`src/fbmc_pkg.sv`:
```
// Package: constants and carriers for the flash bus-mode host controller
package fbmc_pkg;
    localparam int CLK_MHZ = 200;
    localparam int ADDR_W = 16;
    localparam int DATA_W = 16;
    // Times in ns
    localparam int T_ACC_NS = 70;
    localparam int T_CE_NS = 70;
    localparam int T_WP_NS = 35;
    localparam int RST_PULSE_NS = 500;
    localparam int RST_RECOV_NS = 50;
    localparam int T_READY_BUSY_NS = 20000;
    localparam int T_READY_IDLE_NS = 500;
    localparam int T_ACC_CYC = (T_ACC_NS * CLK_MHZ + 999) / 1000;
    localparam int T_CE_CYC = (T_CE_NS * CLK_MHZ + 999) / 1000;
    localparam int T_WP_CYC = (T_WP_NS * CLK_MHZ + 999) / 1000;
    localparam int RST_PULSE_CYC = (RST_PULSE_NS * CLK_MHZ + 999) / 1000;
    localparam int RST_RECOV_CYC = (RST_RECOV_NS * CLK_MHZ + 999) / 1000;
    localparam int T_READY_BUSY_CYC = (T_READY_BUSY_NS * CLK_MHZ + 999) / 1000;
    localparam int T_READY_IDLE_CYC = (T_READY_IDLE_NS * CLK_MHZ + 999) / 1000;
    localparam int CNT_W = 13;
    // Autoselect address fields
    localparam int AS_A0_POS = 0;
    localparam int AS_A1_POS = 1;
    localparam int AS_A6_POS = 6;
    localparam int AS_A9_POS = 9;
    localparam int SECTOR_LSB_POS = 12;
    localparam logic [1:0] AS_SEL_MAKER = 2'h0;
    localparam logic [1:0] AS_SEL_DEVICE = 2'h1;
    localparam logic [1:0] AS_SEL_PROT = 2'h2;
    localparam logic [7:0] PROT_YES = 8'h01;
    localparam logic [7:0] PROT_NO = 8'h00;

    typedef enum logic [1:0] {
        FBMC_OP_READ = 2'h0,
        FBMC_OP_WRITE = 2'h1,
        FBMC_OP_RESET = 2'h2,
        FBMC_OP_IDREAD = 2'h3
    } fbmc_op_t;

    typedef struct packed {
        fbmc_op_t op;
        logic byte_mode;
        logic boot_top;
        logic [ADDR_W-1:0] addr;
        logic addr_lsb;
        logic [DATA_W-1:0] wdata;
    } fbmc_req_t;

    typedef struct packed {
        logic ce_b;
        logic oe_b;
        logic we_b;
        logic reset_b;
        logic byte_b;
        logic id_hv;
    } fbmc_ctl_t;
endpackage

```
`src/fbmc_host.sv`:
```
// Host controller driving the flash strobes, address, data and reset pins
`timescale 1ns/1ps
// Function
// - Writes drive write strobe and chip select low, output enable high
// - Standby when select and reset high; first read waits chip-select access
// - Reset low for minimum width aborts, tristates, returns to array read
// - Caller restarts operations interrupted by hardware reset
// - Idle reset completes in idle time; wait recovery after reset high
// - Elevated voltage on A9, A6 low, A1:A0 select maker, device or sector protection
module fbmc_host
    import fbmc_pkg::*;
(
    input wire logic clock,
    input wire logic rst_b,
    input wire logic clk_en,
    input wire logic req_valid,
    input wire fbmc_req_t req,
    output logic req_ready,
    output logic rsp_valid,
    output logic [DATA_W-1:0] rsp_data,
    output logic [2:0] rsp_sector,
    output logic rsp_protected,
    output logic dev_busy,
    output fbmc_ctl_t ctl,
    output logic [ADDR_W-1:0] addr,
    output logic [DATA_W-1:0] dq_out,
    output logic [DATA_W-1:0] dq_oe_b,
    input wire logic [DATA_W-1:0] dq_in,
    input wire logic ready_busy_out
);
    ////////////////////////////////////////////////////////////////////////
    typedef enum logic [2:0] {
        FBMC_ST_IDLE = 3'h0,
        FBMC_ST_RD = 3'h1,
        FBMC_ST_WR = 3'h2,
        FBMC_ST_WR_END = 3'h3,
        FBMC_ST_RST_LOW = 3'h4,
        FBMC_ST_RST_WAIT = 3'h5,
        FBMC_ST_RECOVER = 3'h6
    } fbmc_state_t;

    fbmc_state_t state_q, state_d;
    logic [CNT_W-1:0] cnt_q, cnt_d;
    logic standby_q, standby_d;
    logic was_busy_q, was_busy_d;
    fbmc_req_t cur_q, cur_d;
    logic req_ready_q, req_ready_d;
    logic rsp_valid_q, rsp_valid_d;
    logic [DATA_W-1:0] rsp_data_q, rsp_data_d;
    logic rsp_prot_q, rsp_prot_d;
    fbmc_ctl_t ctl_q, ctl_d;
    logic [ADDR_W-1:0] addr_q, addr_d;
    logic [DATA_W-1:0] dq_out_q, dq_out_d;
    logic [DATA_W-1:0] dq_oe_b_q, dq_oe_b_d;
    logic busy_q;
    logic [2:0] sector_w;
    logic [2:0] sector_q;

    fbmc_sector_dec u_dec (
        .a_hi(cur_q.addr[ADDR_W-1:SECTOR_LSB_POS]),
        .boot_top(cur_q.boot_top),
        .sector_index(sector_w)
    );

    ////////////////////////////////////////////////////////////////////////
    always_comb
    begin
        state_d = state_q;
        cnt_d = cnt_q;
        standby_d = standby_q;
        was_busy_d = was_busy_q;
        cur_d = cur_q;
        req_ready_d = 1'b0;
        rsp_valid_d = 1'b0;
        rsp_data_d = rsp_data_q;
        rsp_prot_d = rsp_prot_q;
        ctl_d = ctl_q;
        addr_d = addr_q;
        dq_out_d = dq_out_q;
        dq_oe_b_d = {DATA_W{1'b1}};
        unique case (state_q)
            FBMC_ST_IDLE:
            begin
                // Park in standby: select and reset high, strobes high
                ctl_d.ce_b = 1'b1;
                ctl_d.oe_b = 1'b1;
                ctl_d.we_b = 1'b1;
                ctl_d.reset_b = 1'b1;
                ctl_d.id_hv = 1'b0;
                standby_d = 1'b1;
                req_ready_d = 1'b1;
                if (req_valid && req_ready_q)
                begin
                    cur_d = req;
                    req_ready_d = 1'b0;
                    ctl_d.byte_b = ~req.byte_mode;
                    addr_d = req.addr;
                    if (req.byte_mode)
                    begin
                        // Byte address lsb on DQ15
                        dq_out_d[DATA_W-1] = req.addr_lsb;
                        dq_oe_b_d[DATA_W-1] = 1'b0;
                    end
                    unique case (req.op)
                        FBMC_OP_READ, FBMC_OP_IDREAD:
                        begin
                            // Full select access after standby
                            cnt_d = CNT_W'(standby_q ? T_CE_CYC : T_ACC_CYC);
                            ctl_d.ce_b = 1'b0;
                            ctl_d.oe_b = 1'b0;
                            if (req.op == FBMC_OP_IDREAD)
                            begin
                                // A9 raised, A6 low; A1:A0 from request
                                ctl_d.id_hv = 1'b1;
                                addr_d[AS_A6_POS] = 1'b0;
                            end
                            state_d = FBMC_ST_RD;
                        end
                        FBMC_OP_WRITE:
                        begin
                            // Output enable high before strobes fall
                            ctl_d.oe_b = 1'b1;
                            ctl_d.ce_b = 1'b0;
                            ctl_d.we_b = 1'b0;
                            dq_out_d = req.byte_mode ?
                                {req.addr_lsb, 7'h00, req.wdata[7:0]} : req.wdata;
                            dq_oe_b_d = req.byte_mode ? 16'h7F00 : 16'h0000;
                            cnt_d = CNT_W'(T_WP_CYC);
                            state_d = FBMC_ST_WR;
                        end
                        default:
                        begin
                            // Hardware reset; latch busy to choose wait time
                            ctl_d.reset_b = 1'b0;
                            was_busy_d = busy_q;
                            cnt_d = CNT_W'(RST_PULSE_CYC);
                            state_d = FBMC_ST_RST_LOW;
                        end
                    endcase
                    standby_d = 1'b0;
                end
            end
            FBMC_ST_RD:
            begin
                dq_oe_b_d = {DATA_W{1'b1}};
                if (cur_q.byte_mode)
                    dq_oe_b_d[DATA_W-1] = 1'b0;
                if (cnt_q > CNT_W'(1))
                    cnt_d = cnt_q - CNT_W'(1);
                else
                begin
                    // Identification and status codes on low byte
                    rsp_data_d = cur_q.byte_mode ? {8'h00, dq_in[7:0]} : dq_in;
                    rsp_prot_d = (cur_q.op == FBMC_OP_IDREAD) &&
                        (cur_q.addr[1:0] == AS_SEL_PROT) && (dq_in[7:0] != PROT_NO);
                    rsp_valid_d = 1'b1;
                    ctl_d.oe_b = 1'b1;
                    ctl_d.ce_b = 1'b1;
                    ctl_d.id_hv = 1'b0;
                    state_d = FBMC_ST_IDLE;
                end
            end
            FBMC_ST_WR:
            begin
                dq_oe_b_d = dq_oe_b_q;
                if (cnt_q > CNT_W'(1))
                    cnt_d = cnt_q - CNT_W'(1);
                else
                begin
                    // Both strobes rise together; data held one more cycle
                    ctl_d.we_b = 1'b1;
                    ctl_d.ce_b = 1'b1;
                    state_d = FBMC_ST_WR_END;
                end
            end
            FBMC_ST_WR_END:
            begin
                rsp_valid_d = 1'b1;
                state_d = FBMC_ST_IDLE;
            end
            FBMC_ST_RST_LOW:
            begin
                if (cnt_q > CNT_W'(1))
                    cnt_d = cnt_q - CNT_W'(1);
                else
                begin
                    ctl_d.reset_b = 1'b1;
                    cnt_d = CNT_W'(was_busy_q ? T_READY_BUSY_CYC : T_READY_IDLE_CYC);
                    state_d = FBMC_ST_RST_WAIT;
                end
            end
            FBMC_ST_RST_WAIT:
            begin
                if (cnt_q > CNT_W'(1))
                    cnt_d = cnt_q - CNT_W'(1);
                if (cnt_q <= CNT_W'(1) && ready_busy_out)
                begin
                    cnt_d = CNT_W'(RST_RECOV_CYC);
                    state_d = FBMC_ST_RECOVER;
                end
            end
            FBMC_ST_RECOVER:
            begin
                if (cnt_q > CNT_W'(1))
                    cnt_d = cnt_q - CNT_W'(1);
                else
                begin
                    // Caller reissues interrupted work after this pulse
                    rsp_valid_d = 1'b1;
                    state_d = FBMC_ST_IDLE;
                end
            end
            default:
                state_d = FBMC_ST_IDLE;
        endcase
    end

    ////////////////////////////////////////////////////////////////////////
    always_ff @(posedge clock)
    begin
        if (!rst_b)
        begin
            state_q <= FBMC_ST_IDLE;
            cnt_q <= '0;
            standby_q <= 1'b1;
            was_busy_q <= 1'b0;
            cur_q <= '0;
            req_ready_q <= 1'b0;
            rsp_valid_q <= 1'b0;
            rsp_data_q <= '0;
            rsp_prot_q <= 1'b0;
            ctl_q <= 6'h3E;
            addr_q <= '0;
            dq_out_q <= '0;
            dq_oe_b_q <= 16'hFFFF;
            busy_q <= 1'b0;
            sector_q <= 3'h0;
        end
        else if (clk_en)
        begin
            state_q <= state_d;
            cnt_q <= cnt_d;
            standby_q <= standby_d;
            was_busy_q <= was_busy_d;
            cur_q <= cur_d;
            req_ready_q <= req_ready_d;
            rsp_valid_q <= rsp_valid_d;
            rsp_data_q <= rsp_data_d;
            rsp_prot_q <= rsp_prot_d;
            ctl_q <= ctl_d;
            addr_q <= addr_d;
            dq_out_q <= dq_out_d;
            dq_oe_b_q <= dq_oe_b_d;
            busy_q <= ~ready_busy_out;
            // Sector of last request, for erase targeting by caller
            sector_q <= sector_w;
        end
    end

    assign req_ready = req_ready_q;
    assign rsp_valid = rsp_valid_q;
    assign rsp_data = rsp_data_q;
    assign rsp_sector = sector_q;
    assign rsp_protected = rsp_prot_q;
    assign dev_busy = busy_q;
    assign ctl = ctl_q;
    assign addr = addr_q;
    assign dq_out = dq_out_q;
    assign dq_oe_b = dq_oe_b_q;

    ////////////////////////////////////////////////////////////////////////
    chk_write_strobes: assert property (@(posedge clock) disable iff (!rst_b)
        !ctl_q.we_b |-> (!ctl_q.ce_b && ctl_q.oe_b))
        else $error("write strobe low without select low and output enable high");
    chk_read_no_drive: assert property (@(posedge clock) disable iff (!rst_b)
        !ctl_q.oe_b |-> (dq_oe_b_q[14:0] == 15'h7FFF))
        else $error("host drives data while device outputs enabled");
    chk_reset_width: assert property (@(posedge clock) disable iff (!rst_b)
        (clk_en && $fell(ctl_q.reset_b)) |=> !ctl_q.reset_b [*8])
        else $error("reset pulse too short");
    chk_recover_wait: assert property (@(posedge clock) disable iff (!rst_b)
        (clk_en && state_q == FBMC_ST_RST_WAIT && state_d == FBMC_ST_RECOVER)
        |=> (ctl_q.ce_b && ctl_q.reset_b) [*8])
        else $error("device selected during reset recovery");
    chk_idread_pins: assert property (@(posedge clock) disable iff (!rst_b)
        ctl_q.id_hv |-> (!addr_q[AS_A6_POS] && !ctl_q.oe_b))
        else $error("identification without A6 low and read");
    chk_byte_upper: assert property (@(posedge clock) disable iff (!rst_b)
        (state_q == FBMC_ST_WR && cur_q.byte_mode) |-> (dq_oe_b_q[14:8] == 7'h7F))
        else $error("upper data pins driven in byte mode");
    chk_standby_idle: assert property (@(posedge clock) disable iff (!rst_b)
        (state_q == FBMC_ST_IDLE && $past(state_q) == FBMC_ST_IDLE) |->
        (ctl_q.ce_b && ctl_q.reset_b))
        else $error("idle without standby levels");
    chk_wr_hold: assert property (@(posedge clock) disable iff (!rst_b)
        (state_q == FBMC_ST_WR_END) |-> (ctl_q.we_b && dq_oe_b_q != 16'hFFFF))
        else $error("data released before strobe rise");
endmodule

```
`src/fbmc_sector_dec.sv`:
```
// Sector decode for top and bottom boot variants
`timescale 1ns/1ps
module fbmc_sector_dec
    import fbmc_pkg::*;
(
    input wire logic [3:0] a_hi,
    input wire logic boot_top,
    output logic [2:0] sector_index
);
    always_comb
    begin
        if (boot_top)
        begin
            if (!a_hi[3])
                sector_index = 3'h0;
            else if (!a_hi[2])
                sector_index = 3'h1;
            else if (!a_hi[1])
                sector_index = a_hi[0] ? 3'h3 : 3'h2;
            else
                sector_index = 3'h4;
        end
        else
        begin
            if (a_hi[3])
                sector_index = 3'h4;
            else if (a_hi[2])
                sector_index = 3'h3;
            else if (!a_hi[1])
                sector_index = 3'h0;
            else
                sector_index = a_hi[0] ? 3'h2 : 3'h1;
        end
    end
endmodule

```
`config.mk`:
```
export PLATFORM = sky130hd
export DESIGN_NAME = fbmc_host
export DESIGN_NICKNAME = d
export VERILOG_FILES = /design/src/fbmc_pkg.sv /design/src/fbmc_host.sv /design/src/fbmc_sector_dec.sv
export SDC_FILE = /design/constraint.sdc
export NUM_CORES = 1
export LEC_CHECK = 0
export BUFFER_PORTS_ARGS = -buffer_cell sky130_fd_sc_hd__buf_2
export CAP_MARGIN = 20
export CORE_AREA = 2 2 137 112
export CTS_CLUSTER_SIZE = 8
export DETAILED_ROUTE_END_ITERATION = 16
export DIE_AREA = 0 0 139 114
export PLACE_DENSITY = 0.54
export SLEW_MARGIN = 20
export SYNTH_ARGS = -nofsm -noshare
export SYNTH_HDL_FRONTEND = slang
export SYNTH_SLANG_ARGS = --single-unit
```
`constraint.sdc`:
```
create_clock -name clock -period 3.4 [get_ports clock]
set_input_delay 0 -clock clock [delete_from_list [all_inputs] [get_ports clock]]
set_output_delay 0 -clock clock [all_outputs]
set_load 0.01 [all_outputs]
```
# Word-level counts from Yosys, hierarchy flattened
# Cells that the tools add are included.
# word_totals
wordCells	129
ff_bits	114
inputBits	58
# classes
order_cmp	2
n_addsub	1
n_reduce_logical	29
n_mux	53
bitwise_logic	5
eq_ne	16
# op_table
operator	count
2-to-1 mux 16 bit	5
2-to-1 mux 13 bit	4
case mux 13 bit (4 select lines)	1
case mux 16 bit (3 select lines)	1
2-to-1 mux 3 bit	12
AND reduction 3 bit	6
AND reduction 4 bit	4
2-to-1 mux 1 bit	15
2-to-1 mux 15 bit	1
case mux 3 bit (5 select lines)	1
case mux 7 bit (2 select lines)	1
> comparator 13 x 1 -> 1 bit, second input constant	1
less-or-equal comparator 13 x 1 -> 1 bit, second input constant	1
subtractor 13 x 1 -> 13 bit, second input constant	1
2-to-1 mux 12 bit	1
!= test 2 bit, second input constant	6
case mux 1 bit (2 select lines)	5
equality test 3 bit, second input constant	3
nonzero test 2 bit	4
nonzero test 8 bit	1
equality test 2 bit, second input constant	3
equality test 3 x 2 -> 1 bit, second input constant	2
2-to-1 mux 6 bit	1
case mux 3 bit (2 select lines)	1
other kinds (15)	25

# Longest topological paths before layout
# Gate-level depths: netlist of run 1.
# logic_depth
ltp_word	5
ltp_mapped	14
depth_no_buf	12

# By module
# From an unflattened synthesis of run 1, not the netlist that was laid out.
# hier_totals
hier_cells	544
area_unflattened_um2	4267.8
# modules_own_cells
mod	area_each_um2	n_inst	cells_each	seq_area_each_um2
fbmc_host	4202.8	1	532	1701.6
fbmc_sector_dec	65.1	1	12	0.0

# Worst setup path after synthesis of run 1
# Ideal clock, no wire load.
# synth_path
kind	flip-flop to flip-flop
start	reg cnt_q[4]
end	reg cnt_q[0]
n_path_buf	2
path_stages_with_launch	12
synth_period_minus_slack_ns	2.112
setup_ns	0.070
slack_ns	1.288
arrival_time_ns	2.042
required_time_ns	3.330
path_cell_list	dfxtp_1 -> nor4_4 -> and4_4 -> inv_2 -> buf_6 -> buf_6 -> ha_1 -> a22oi_1 -> o21ai_0 -> nand2_1 -> o211ai_1 -> a21oi_1
# synth_via
elab_chain_cells	4
elab_cells_between_ends	7
classes_between	2 x order compare; 4 x mux; 1 x reduce/logical
# synth_rtl
element	line_no	rtl
start, declared	fbmc_host.sv:43	logic [CNT_W-1:0] cnt_q, cnt_d;
start signal, assigned	fbmc_host.sv:242	cnt_q <= cnt_d;
> comparator 13 x 1 -> 1 bit or less-or-equal comparator 13 x 1 -> 1 bit (tied branches)	n/a	
2-to-1 mux 13 bit or logical AND 1 bit (tied branches)	n/a	
2-to-1 mux 13 bit	fbmc_host.sv:196	if (cnt_q <= CNT_W'(1) && ready_busy_out)
case mux 13 bit (4 select lines) *	fbmc_host.sv:81	unique case (state_q)
# Mark *: on every way between the ends. The rest lies on a longest branch, timed or not.
# A chain may end at the register's enable or synchronous reset.

# Worst setup path after layout of run 1
# layout_path
start	reg state_q[2]
end	reg cnt_q[4]
# layout_via
elab_chain_cells	4
elab_cells_between_ends	11
classes_between	6 x eq/ne; 1 x mux; 4 x reduce/logical
# layout_rtl
element	line_no	rtl
start, declared	fbmc_host.sv:42	fbmc_state_t state_q, state_d;
start signal, assigned	fbmc_host.sv:241	state_q <= state_d;
equality test 3 bit (tied with other cells)	fbmc_host.sv:81	
OR reduction 3 bit (no source line)	n/a	
nonzero test 4 bit (no source line)	n/a	
AND reduction 3 bit (no source line)	n/a	
# Several ways; a longest one is shown, not always the timed one.

==> results of run 1 <==
==> worst max-delay path by stage <==
stage | to | slack, ns | startpoint
floorplan | cnt_q[0] | 1.29 | cnt_q[4]
global route | cnt_q[4] | 0.75 | state_q[0]
global placement | cnt_q[4] | 1.01 | state_q[2]
CTS | cnt_q[4] | 0.94 | state_q[0]
detailed placement | cnt_q[4] | 0.96 | state_q[0]
finish | cnt_q[4] | 0.92 | state_q[2]
==> per-layer routing <==
| layer | part of all wire, % | routed length, µm |
|---|---|---|
| met3 | 6.7 | 804 |
| met2 | 44 | 5220 |
| met1 | 48 | 5660 |
| met5 | 0 | 0 |
| met4 | 1.9 | 231 |
==> worst min-delay path: cells and delay by family <==
family | cells | cell delay (ns)
buffers and inverters | 1 | 0.10
muxes | 1 | 0.12
AOI/OAI and AO/OA | 1 | 0.08
==> power by group <==
| part | switching [mW] | internal (mW) |
|---|---|---|
| registers | 0.0342 | 1.02 |
| clock network | 0.380 | 0.584 |
| logic | 0.261 | 0.173 |
==> cell usage in the layout, fill, tap and decap left out, drive strengths merged, types with 8 or more instances in the layout <==
cell type / netlist / final
clkbuf: 19 / 11
nor2: 46 / 46
a21oi: 68 / 68
buf: 40 / 135
dlygate4sd3: 0 / 42
inv: 11 / 11
o21ai: 31 / 31
nand2: 94 / 94
nor3b: 9 / 9
dfxtp: 85 / 85
a211oi: 8 / 8
nor4: 8 / 8
nand3: 12 / 12
mux2i: 12 / 12
==> synthesized netlist by cell type, types with 4 or more instances <==
cell	n	area, µm²
sky130_fd_sc_hd__nand2_1	94	353
sky130_fd_sc_hd__and3_1	4	25.0
sky130_fd_sc_hd__nand3b_1	7	52.6
sky130_fd_sc_hd__o21ai_0	31	155
sky130_fd_sc_hd__nand2b_1	4	25.0
sky130_fd_sc_hd__ha_1	7	87.6
sky130_fd_sc_hd__nand3_1	11	55.1
sky130_fd_sc_hd__clkbuf_1	19	71.3
sky130_fd_sc_hd__mux2i_1	12	120
sky130_fd_sc_hd__a211oi_1	8	60.1
sky130_fd_sc_hd__buf_2	5	25.0
sky130_fd_sc_hd__a21oi_1	66	330
sky130_fd_sc_hd__inv_1	10	37.5
sky130_fd_sc_hd__nor2b_1	4	25.0
sky130_fd_sc_hd__nor2_1	46	173
sky130_fd_sc_hd__nor3_1	5	25.0
sky130_fd_sc_hd__dfxtp_1	85	1700
sky130_fd_sc_hd__nor4_1	6	37.5
sky130_fd_sc_hd__buf_4	31	233
sky130_fd_sc_hd__nor3b_1	8	60.1
sky130_fd_sc_hd__a31oi_1	4	25.0
==> state kept, by name, indices dropped and copies added, names as in the netlist <==
name           flops
cur_q             19
cnt_q             13
rsp_protected      1
was_busy_q         1
state_q            3
dev_busy           1
dq_oe_b            3
addr               1
ctl                6
rsp_valid          1
dq_out            16
rsp_data          16
rsp_sector         3
req_ready          1
==> stage by stage <==
step,hold slack [ns],instances,power (mW),setup slack (ns)
detailed placement,0.247,784,1.47,0.959
global placement,0.242,784,1.47,1.01
floorplan,0.0992,519,1.38,1.29
global route,0.0186,841,2.59,0.749
CTS,0.00465,841,2.49,0.943
finish,0.0250,841,2.46,0.923
==> layout make-up <==
cell class / instances / area [µm²] / area share, %
flip-flops and latches: 85 / 1700 / 31.5
repair buffers: 177 / 1100 / 20.3
well taps: 189 / 236 / 4.37
inverters: 11 / 43.8 / 0.809
clock buffers: 11 / 243 / 4.49
multi-input cells: 364 / 2040 / 37.7
clock inverters: 4 / 48.8 / 0.902
==> cells by family (layout without fill, tap and decap cells) <==
family | after synthesis | count (layout)
and+or+nand+nor | 206 | 206
AOI/OAI and AO/OA | 136 | 136
DFF | 85 | 85
buffers and inverters | 70 | 203
muxes | 12 | 12
adders and majority gates | 7 | 7
xor gates and xnor gates | 3 | 3
==> PnR_summary.wiki, run 1 <==
{| class="wikitable"
! Metric !! Value
|-
| Skew-Pair Late Insertion Delay || 0.33 ns
|-
| Met3 Resource Use GR || 4.41%
|-
| Max Buffers Root-to-Sink || 2
|-
| Total number of vias || 4087
|-
| Lkg Pwr || 2.23 nW
|-
| Async SR Flop Fraction || 0%
|-
| Remaining routing DRC violations || 0
|-
| Type of element launching the critical path || flip-flop
|-
| Count of buffers added by post-CTS timing repair for setup || 0
|-
| Worst-margin pin slew || 0.969 ns
|-
| Routed WL per cell || 14.2 µm
|-
| Result of the run || complete, no violations
|-
| Antenna cells || 0
|-
| Combined global-route utilization of all metal layers || 14.9%
|-
| Yosys warns || 0
|-
| Root Buffer Master || sky130_fd_sc_hd__clkbuf_16
|-
| Crit-path max cell delay || 0.75 ns
|-
| Final ANT Viol Nets || 0
|-
| Count of unique library cells instantiated by Yosys || 55
|-
| Number of levels the H-tree was split into || 3
|-
| Final-layout fill cell count || 1506
|-
| Count of TritonRoute iterations in the first routing pass || 6
|-
| RSZ-0062 raised after global routing || false
|-
| Pin count of the biggest net entering global routing || 68
|-
| Path class of the lowest-slack min-delay path || in -> reg
|-
| Synth Area in Compound Gates || 19.4%
|-
| Arrival time at the worst endpoint || 2.74 ns
|-
| Setup slack of the most critical reg-to-reg path || 0.92 ns
|-
| Post-Route Skew || 0.00276 ns
|-
| List of cells traversed by the critical path || nor3_2, a221o_1, or4_1, a21boi_0, a21oi_1, nor2_1
|-
| Final WL || 11900 µm
|-
| Number of enable-type register cells in the synthesized netlist || 0
|-
| Dominant combinational cell family by area after synthesis || simple AND/OR/NAND/NOR gates
|-
| Number of register bits inferred by synthesis || 85
|-
| Fraction of final layout cells sized beyond drive strength 1 || 24.7%
|-
| Min-Delay Startpoint || req[15]
|-
| Maximum fanout along the worst path || 19
|-
| Floorplan die height || 114 µm
|-
| Vias in the first global route || 3874
|-
| Main synth FF type || sky130_fd_sc_hd__dfxtp_1
|-
| TritonCTS clock tree || done
|-
| Number of stages on the worst hold path || 3
|-
| Number of buffers inserted by hold repair at cts || 42
|-
| TritonCTS Buffers || 9
|-
| Adder-cell share of the synthesized area || 2.11%
|-
| Met2 Track Usage GR || 23.9%
|-
| Setup violators final || 0
|-
| Post-layout utilization of the core || 37.0%
|-
| XOR/XNOR Fraction of Synth Area || 0.633%
|-
| Net count reported at finish || 713
|-
| Met1 Usage GRT || 19.4%
|-
| Starting density of the core || 28.4%
|-
| Mean post-synth cell area || 7.99 µm²
|-
| Area of the mapped netlist || 4150 µm²
|-
| Total number of clock tree sinks || 85
|-
| Finished Cell Area || 5410 µm²
|-
| Post-CTS Resized || 0
|-
| Count of buffer and inverter cells on the critical path || 0
|-
| Simple-gate area share of the yosys netlist || 24.1%
|-
| Worst R2R End || cnt_q[4]
|-
| Vias per cell || 4.86
|-
| Fin Setup TNS || 0 ns
|-
| Final RePlAce weighted congestion || 0.870
|-
| Number of instances in the synthesized netlist || 519
|-
| Placed inst area || 4700 µm²
|-
| Antenna violations before repair || 0
|-
| HPWL Detailed || 8190 µm
|-
| Peak clock frequency supported by timing || 0.404 GHz
|-
| Slowest cell on the critical path || sky130_fd_sc_hd__dfxtp_1
|-
| Area added between synthesis and finish || 30.4%
|-
| Fraction of the cycle the final worst path needs || 72.9%
|-
| Final global-route overflow total || 0
|-
| Max-slew violation total from the final report || 0
|-
| Launch instance of the worst register-to-register path || state_q[2]
|-
| Core Footprint || 14600 µm²
|-
| Chip Width || 139 µm
|-
| Standard-cell rows || 40
|-
| Setup crit end kind || flip-flop
|-
| 1st-iter DRT viols || 172
|-
| Minimum clock period after layout || 2.48 ns
|-
| Die outline area || 15800 µm²
|-
| Worst-case headroom to the max-slew limit || 35.2%
|-
| Net Count, Synth || 584
|-
| Category of the critical setup timing path || reg -> reg
|-
| Top Family by Delay on Critical Path || compound AO/OA/AOI/OAI gates
|-
| Total I/O pin count || 135
|-
| Critical path depth || 6
|-
| Post-synthesis sequential area ratio || 41.0%
|-
| Post-CTS clock slew at the launch and capture registers of the worst setup and hold paths || 0.06 ns
|-
| Number of hold violations in the final report || 0
|-
| Multiplexer area fraction after synthesis || 2.90%
|-
| Depth of the worst register-to-register path || 6
|-
| Data required time of the critical path || 3.66 ns
|-
| Grt peak-use layer || met2
|-
| MaxCap Viol Count || 0
|-
| Areal power density over the cells || 454 nW/µm²
|-
| Worst Hold Path EP || dq_out[15]
|-
| Maximum VDD drop || 0.255 mV
|-
| Wire length of the first global-routing pass || 19400 µm
|-
| Buffers added on ports || 134
|}
(Power assumes the default switching activity.)
==> run 2: changes to the inputs <==
==> constraint.sdc (replaced) <==
create_clock -name clock -period 2.3 [get_ports clock]
set_input_delay 0 -clock clock [delete_from_list [all_inputs] [get_ports clock]]
set_output_delay 0 -clock clock [all_outputs]
set_load 0.01 [all_outputs]
==> run 2 against run 1 <==
Effect of this change: final cell count increased by 3.1%; maximum frequency increased by 18%; total power increased by 66%; die area unchanged; critical path type unchanged; critical endpoint is now rsp_data[3]; highest routed layer unchanged.
==> PnR_summary.wiki, run 2 (synthesized netlist as in run 1, its figures left out) <==
{| class="wikitable"
! Metric !! Value
|-
| Standard-cell rows || 40 (unchanged)
|-
| Vias per cell || 4.88 (+0.42%)
|-
| Routed WL per cell || 14.1 µm (-0.17%)
|-
| Path class of the lowest-slack min-delay path || in -> reg
|-
| Final WL || 12300 µm (+2.9%)
|-
| Combined global-route utilization of all metal layers || 15.5% (+0.64 points)
|-
| Fraction of final layout cells sized beyond drive strength 1 || 27.6% (+2.9 points)
|-
| Fin Setup TNS || 0 ns (unchanged)
|-
| Max Buffers Root-to-Sink || 2 (unchanged)
|-
| Crit-path max cell delay || 0.38 ns (-0.37 ns)
|-
| Final-layout fill cell count || 1503 (-0.20%)
|-
| TritonCTS clock tree || done
|-
| Post-Route Skew || 0.00474 ns (+0.00197 ns)
|-
| Total number of clock tree sinks || 85 (unchanged)
|-
| Count of buffers added by post-CTS timing repair for setup || 0 (unchanged)
|-
| Buffers added on ports || 134 (unchanged)
|-
| Antenna violations before repair || 0 (unchanged)
|-
| Most flops, register || cur_q
|-
| Maximum fanout along the worst path || 25 (+6)
|-
| Total number of vias || 4231 (+3.5%)
|-
| MaxCap Viol Count || 0 (unchanged)
|-
| Worst Setup Slack, final || 0.206 ns (-0.717 ns)
|-
| Setup violators final || 0 (unchanged)
|-
| Number of levels the H-tree was split into || 3 (unchanged)
|-
| List of cells traversed by the critical path || nor4_1, and4_4, buf_4, nand3_4, buf_4, mux2i_1, nor2_1
|-
| Areal power density over the cells || 714 nW/µm² (+57%)
|-
| Skew-Pair Late Insertion Delay || 0.35 ns (+0.02 ns)
|-
| DP Worst Slack || 0.194 ns (-0.765 ns)
|-
| Number of hold violations in the final report || 0 (unchanged)
|-
| Maximum VDD drop || 0.411 mV (+61%)
|-
| Worst-case headroom to the max-slew limit || 54.6% (+19 points)
|-
| Result of the run || complete, no violations
|-
| Final ANT Viol Nets || 0 (unchanged)
|-
| Die outline area || 15800 µm² (unchanged)
|-
| TritonCTS Buffers || 9 (unchanged)
|-
| Routed length on met2 || 5530 µm (+6.0%)
|-
| Uppermost layer routed || met4
|-
| Area added between synthesis and finish || 37.5%
|-
| Minimum clock period after layout || 2.09 ns (-0.383 ns)
|-
| Routed length on met3 || 869 µm (+8.1%)
|-
| Critical path origin || cnt_q[8]
|-
| Antenna cells || 0 (unchanged)
|-
| Final RePlAce weighted congestion || 0.862 (-0.97%)
|-
| Core Footprint || 14600 µm² (unchanged)
|-
| Root Buffer Master || sky130_fd_sc_hd__clkbuf_16
|-
| Floorplan die height || 114 µm (unchanged)
|-
| Type of element launching the critical path || flip-flop
|-
| Pin count of the biggest net entering global routing || 36 (-47%)
|-
| Most frequent standard cell in the layout excluding fill and tap cells || sky130_fd_sc_hd__buf_2
|-
| Top library cells by usage in the layout, fill and taps aside || sky130_fd_sc_hd__buf_2 (134), sky130_fd_sc_hd__nand2_1 (94), sky130_fd_sc_hd__dfxtp_1 (84)
|-
| Post-route met1 wirelength || 5570 µm (-1.7%)
|-
| Fraction of the cycle the final worst path needs || 91.1% (+18 points)
|-
| Slowest cell on the critical path || sky130_fd_sc_hd__nor4_1
|-
| Category of the critical setup timing path || reg -> reg
|-
| Post-layout utilization of the core || 39.0% (+2.0 points)
|-
| Remaining routing DRC violations || 0 (unchanged)
|-
| HPWL Detailed || 8640 µm (+5.5%)
|-
| RSZ-0062 raised after global routing || false
|-
| Wire length of the first global-routing pass || 19900 µm (+2.5%)
|-
| Net count reported at finish || 738 (+3.5%)
|-
| Worst-margin pin slew || 0.679 ns (-0.290 ns)
|-
| Peak clock frequency supported by timing || 0.477 GHz (+18%)
|-
| Min-Delay Startpoint || dq_in[14]
|-
| Final global-route overflow total || 0 (unchanged)
|-
| Count of TritonRoute iterations in the first routing pass || 5 (-1)
|-
| 1st-iter DRT viols || 298 (+73%)
|-
| Chip Width || 139 µm (unchanged)
|-
| Arrival time at the worst endpoint || 2.33 ns (-0.41 ns)
|-
| Starting density of the core || 28.4% (unchanged)
|-
| Post-CTS clock slew at the launch and capture registers of the worst setup and hold paths || 0.06 ns (about the same)
|-
| Max-slew violation total from the final report || 0 (unchanged)
|-
| Number of flip-flops in the largest register || 19 (unchanged)
|-
| Data required time of the critical path || 2.53 ns (-1.13 ns)
|-
| Most Frequent Cell on Critical Path || sky130_fd_sc_hd__buf_4
|-
| Vias in the first global route || 3985 (+2.9%)
|-
| Total I/O pin count || 135 (unchanged)
|-
| Lkg Pwr || 2.39 nW (+7.2%)
|-
| Launch instance of the worst register-to-register path || cnt_q[8]
|-
| Setup crit end kind || flip-flop
|}
==> run 2: path summary, 6_finish.rpt <==
path | end | slack, ns | cells past startpoint
worst max-delay path | rsp_data[3] | 0.21 | 7
worst max register to register | rsp_data[3] | 0.21 | 7
worst min register to register | dq_out[6] | 0.45 | 2
worst min-delay path | rsp_data[14] | 0.05 | 4
==> run 2: metrics by stage <==
stage / total power, mW / hold slack, ns / cells / cell area (µm²)
global route: 4.26 / 0.0581 / 867 / 5700
CTS: 4.12 / 0.0322 / 867 / 5700
global placement: 2.23 / 0.242 / 806 / 4870
detailed placement: 2.23 / 0.246 / 806 / 4870
finish: 4.07 / 0.0498 / 867 / 5700
floorplan: 2.03 / 0.0992 / 519 / 4150
==> run 2: final cells by class <==
class	instances	area [µm²]	share of cell area, %
multi-input cells	364	2040	35.8
well taps	189	236	4.15
clock inverters	6	134	2.35
clock buffers	10	239	4.19
inverters	11	41.3	0.724
flip-flops and latches	85	1700	29.9
repair buffers	202	1310	22.9
==> run 2: per-layer routing <==
metal / GRT usage (%) / vias up
met3: 4.62 / 25
met2: 24.6 / 169
met4: 5.66 / 0
met5: 0 / -
met1: 20.2 / 1948
li1: - / 2089
==> run 2: where the power goes <==
group | internal [mW] | switching [mW] | leakage, nW
Combinational | 0.312 | 0.399 | 1.52
Clock | 1.20 | 0.603 | 0.183
Sequential | 1.51 | 0.0420 | 0.688
Total | 3.03 | 1.04 | 2.39
==> run 2: critical path: cells and delay by family, from the launching register on <==
kind	cells	cell delay, ns
buffers and inverters	2	0.47
flip-flops	1	0.36
multiplexers	1	0.15
AND/OR/NAND/NOR	4	0.98
==> run 2: repair_timing <==
item	in CTS	in global routing
hold buffers	45	0
setup endpoints to repair	0	3
gates resized for setup	0	2
hold endpoints to repair	44	0
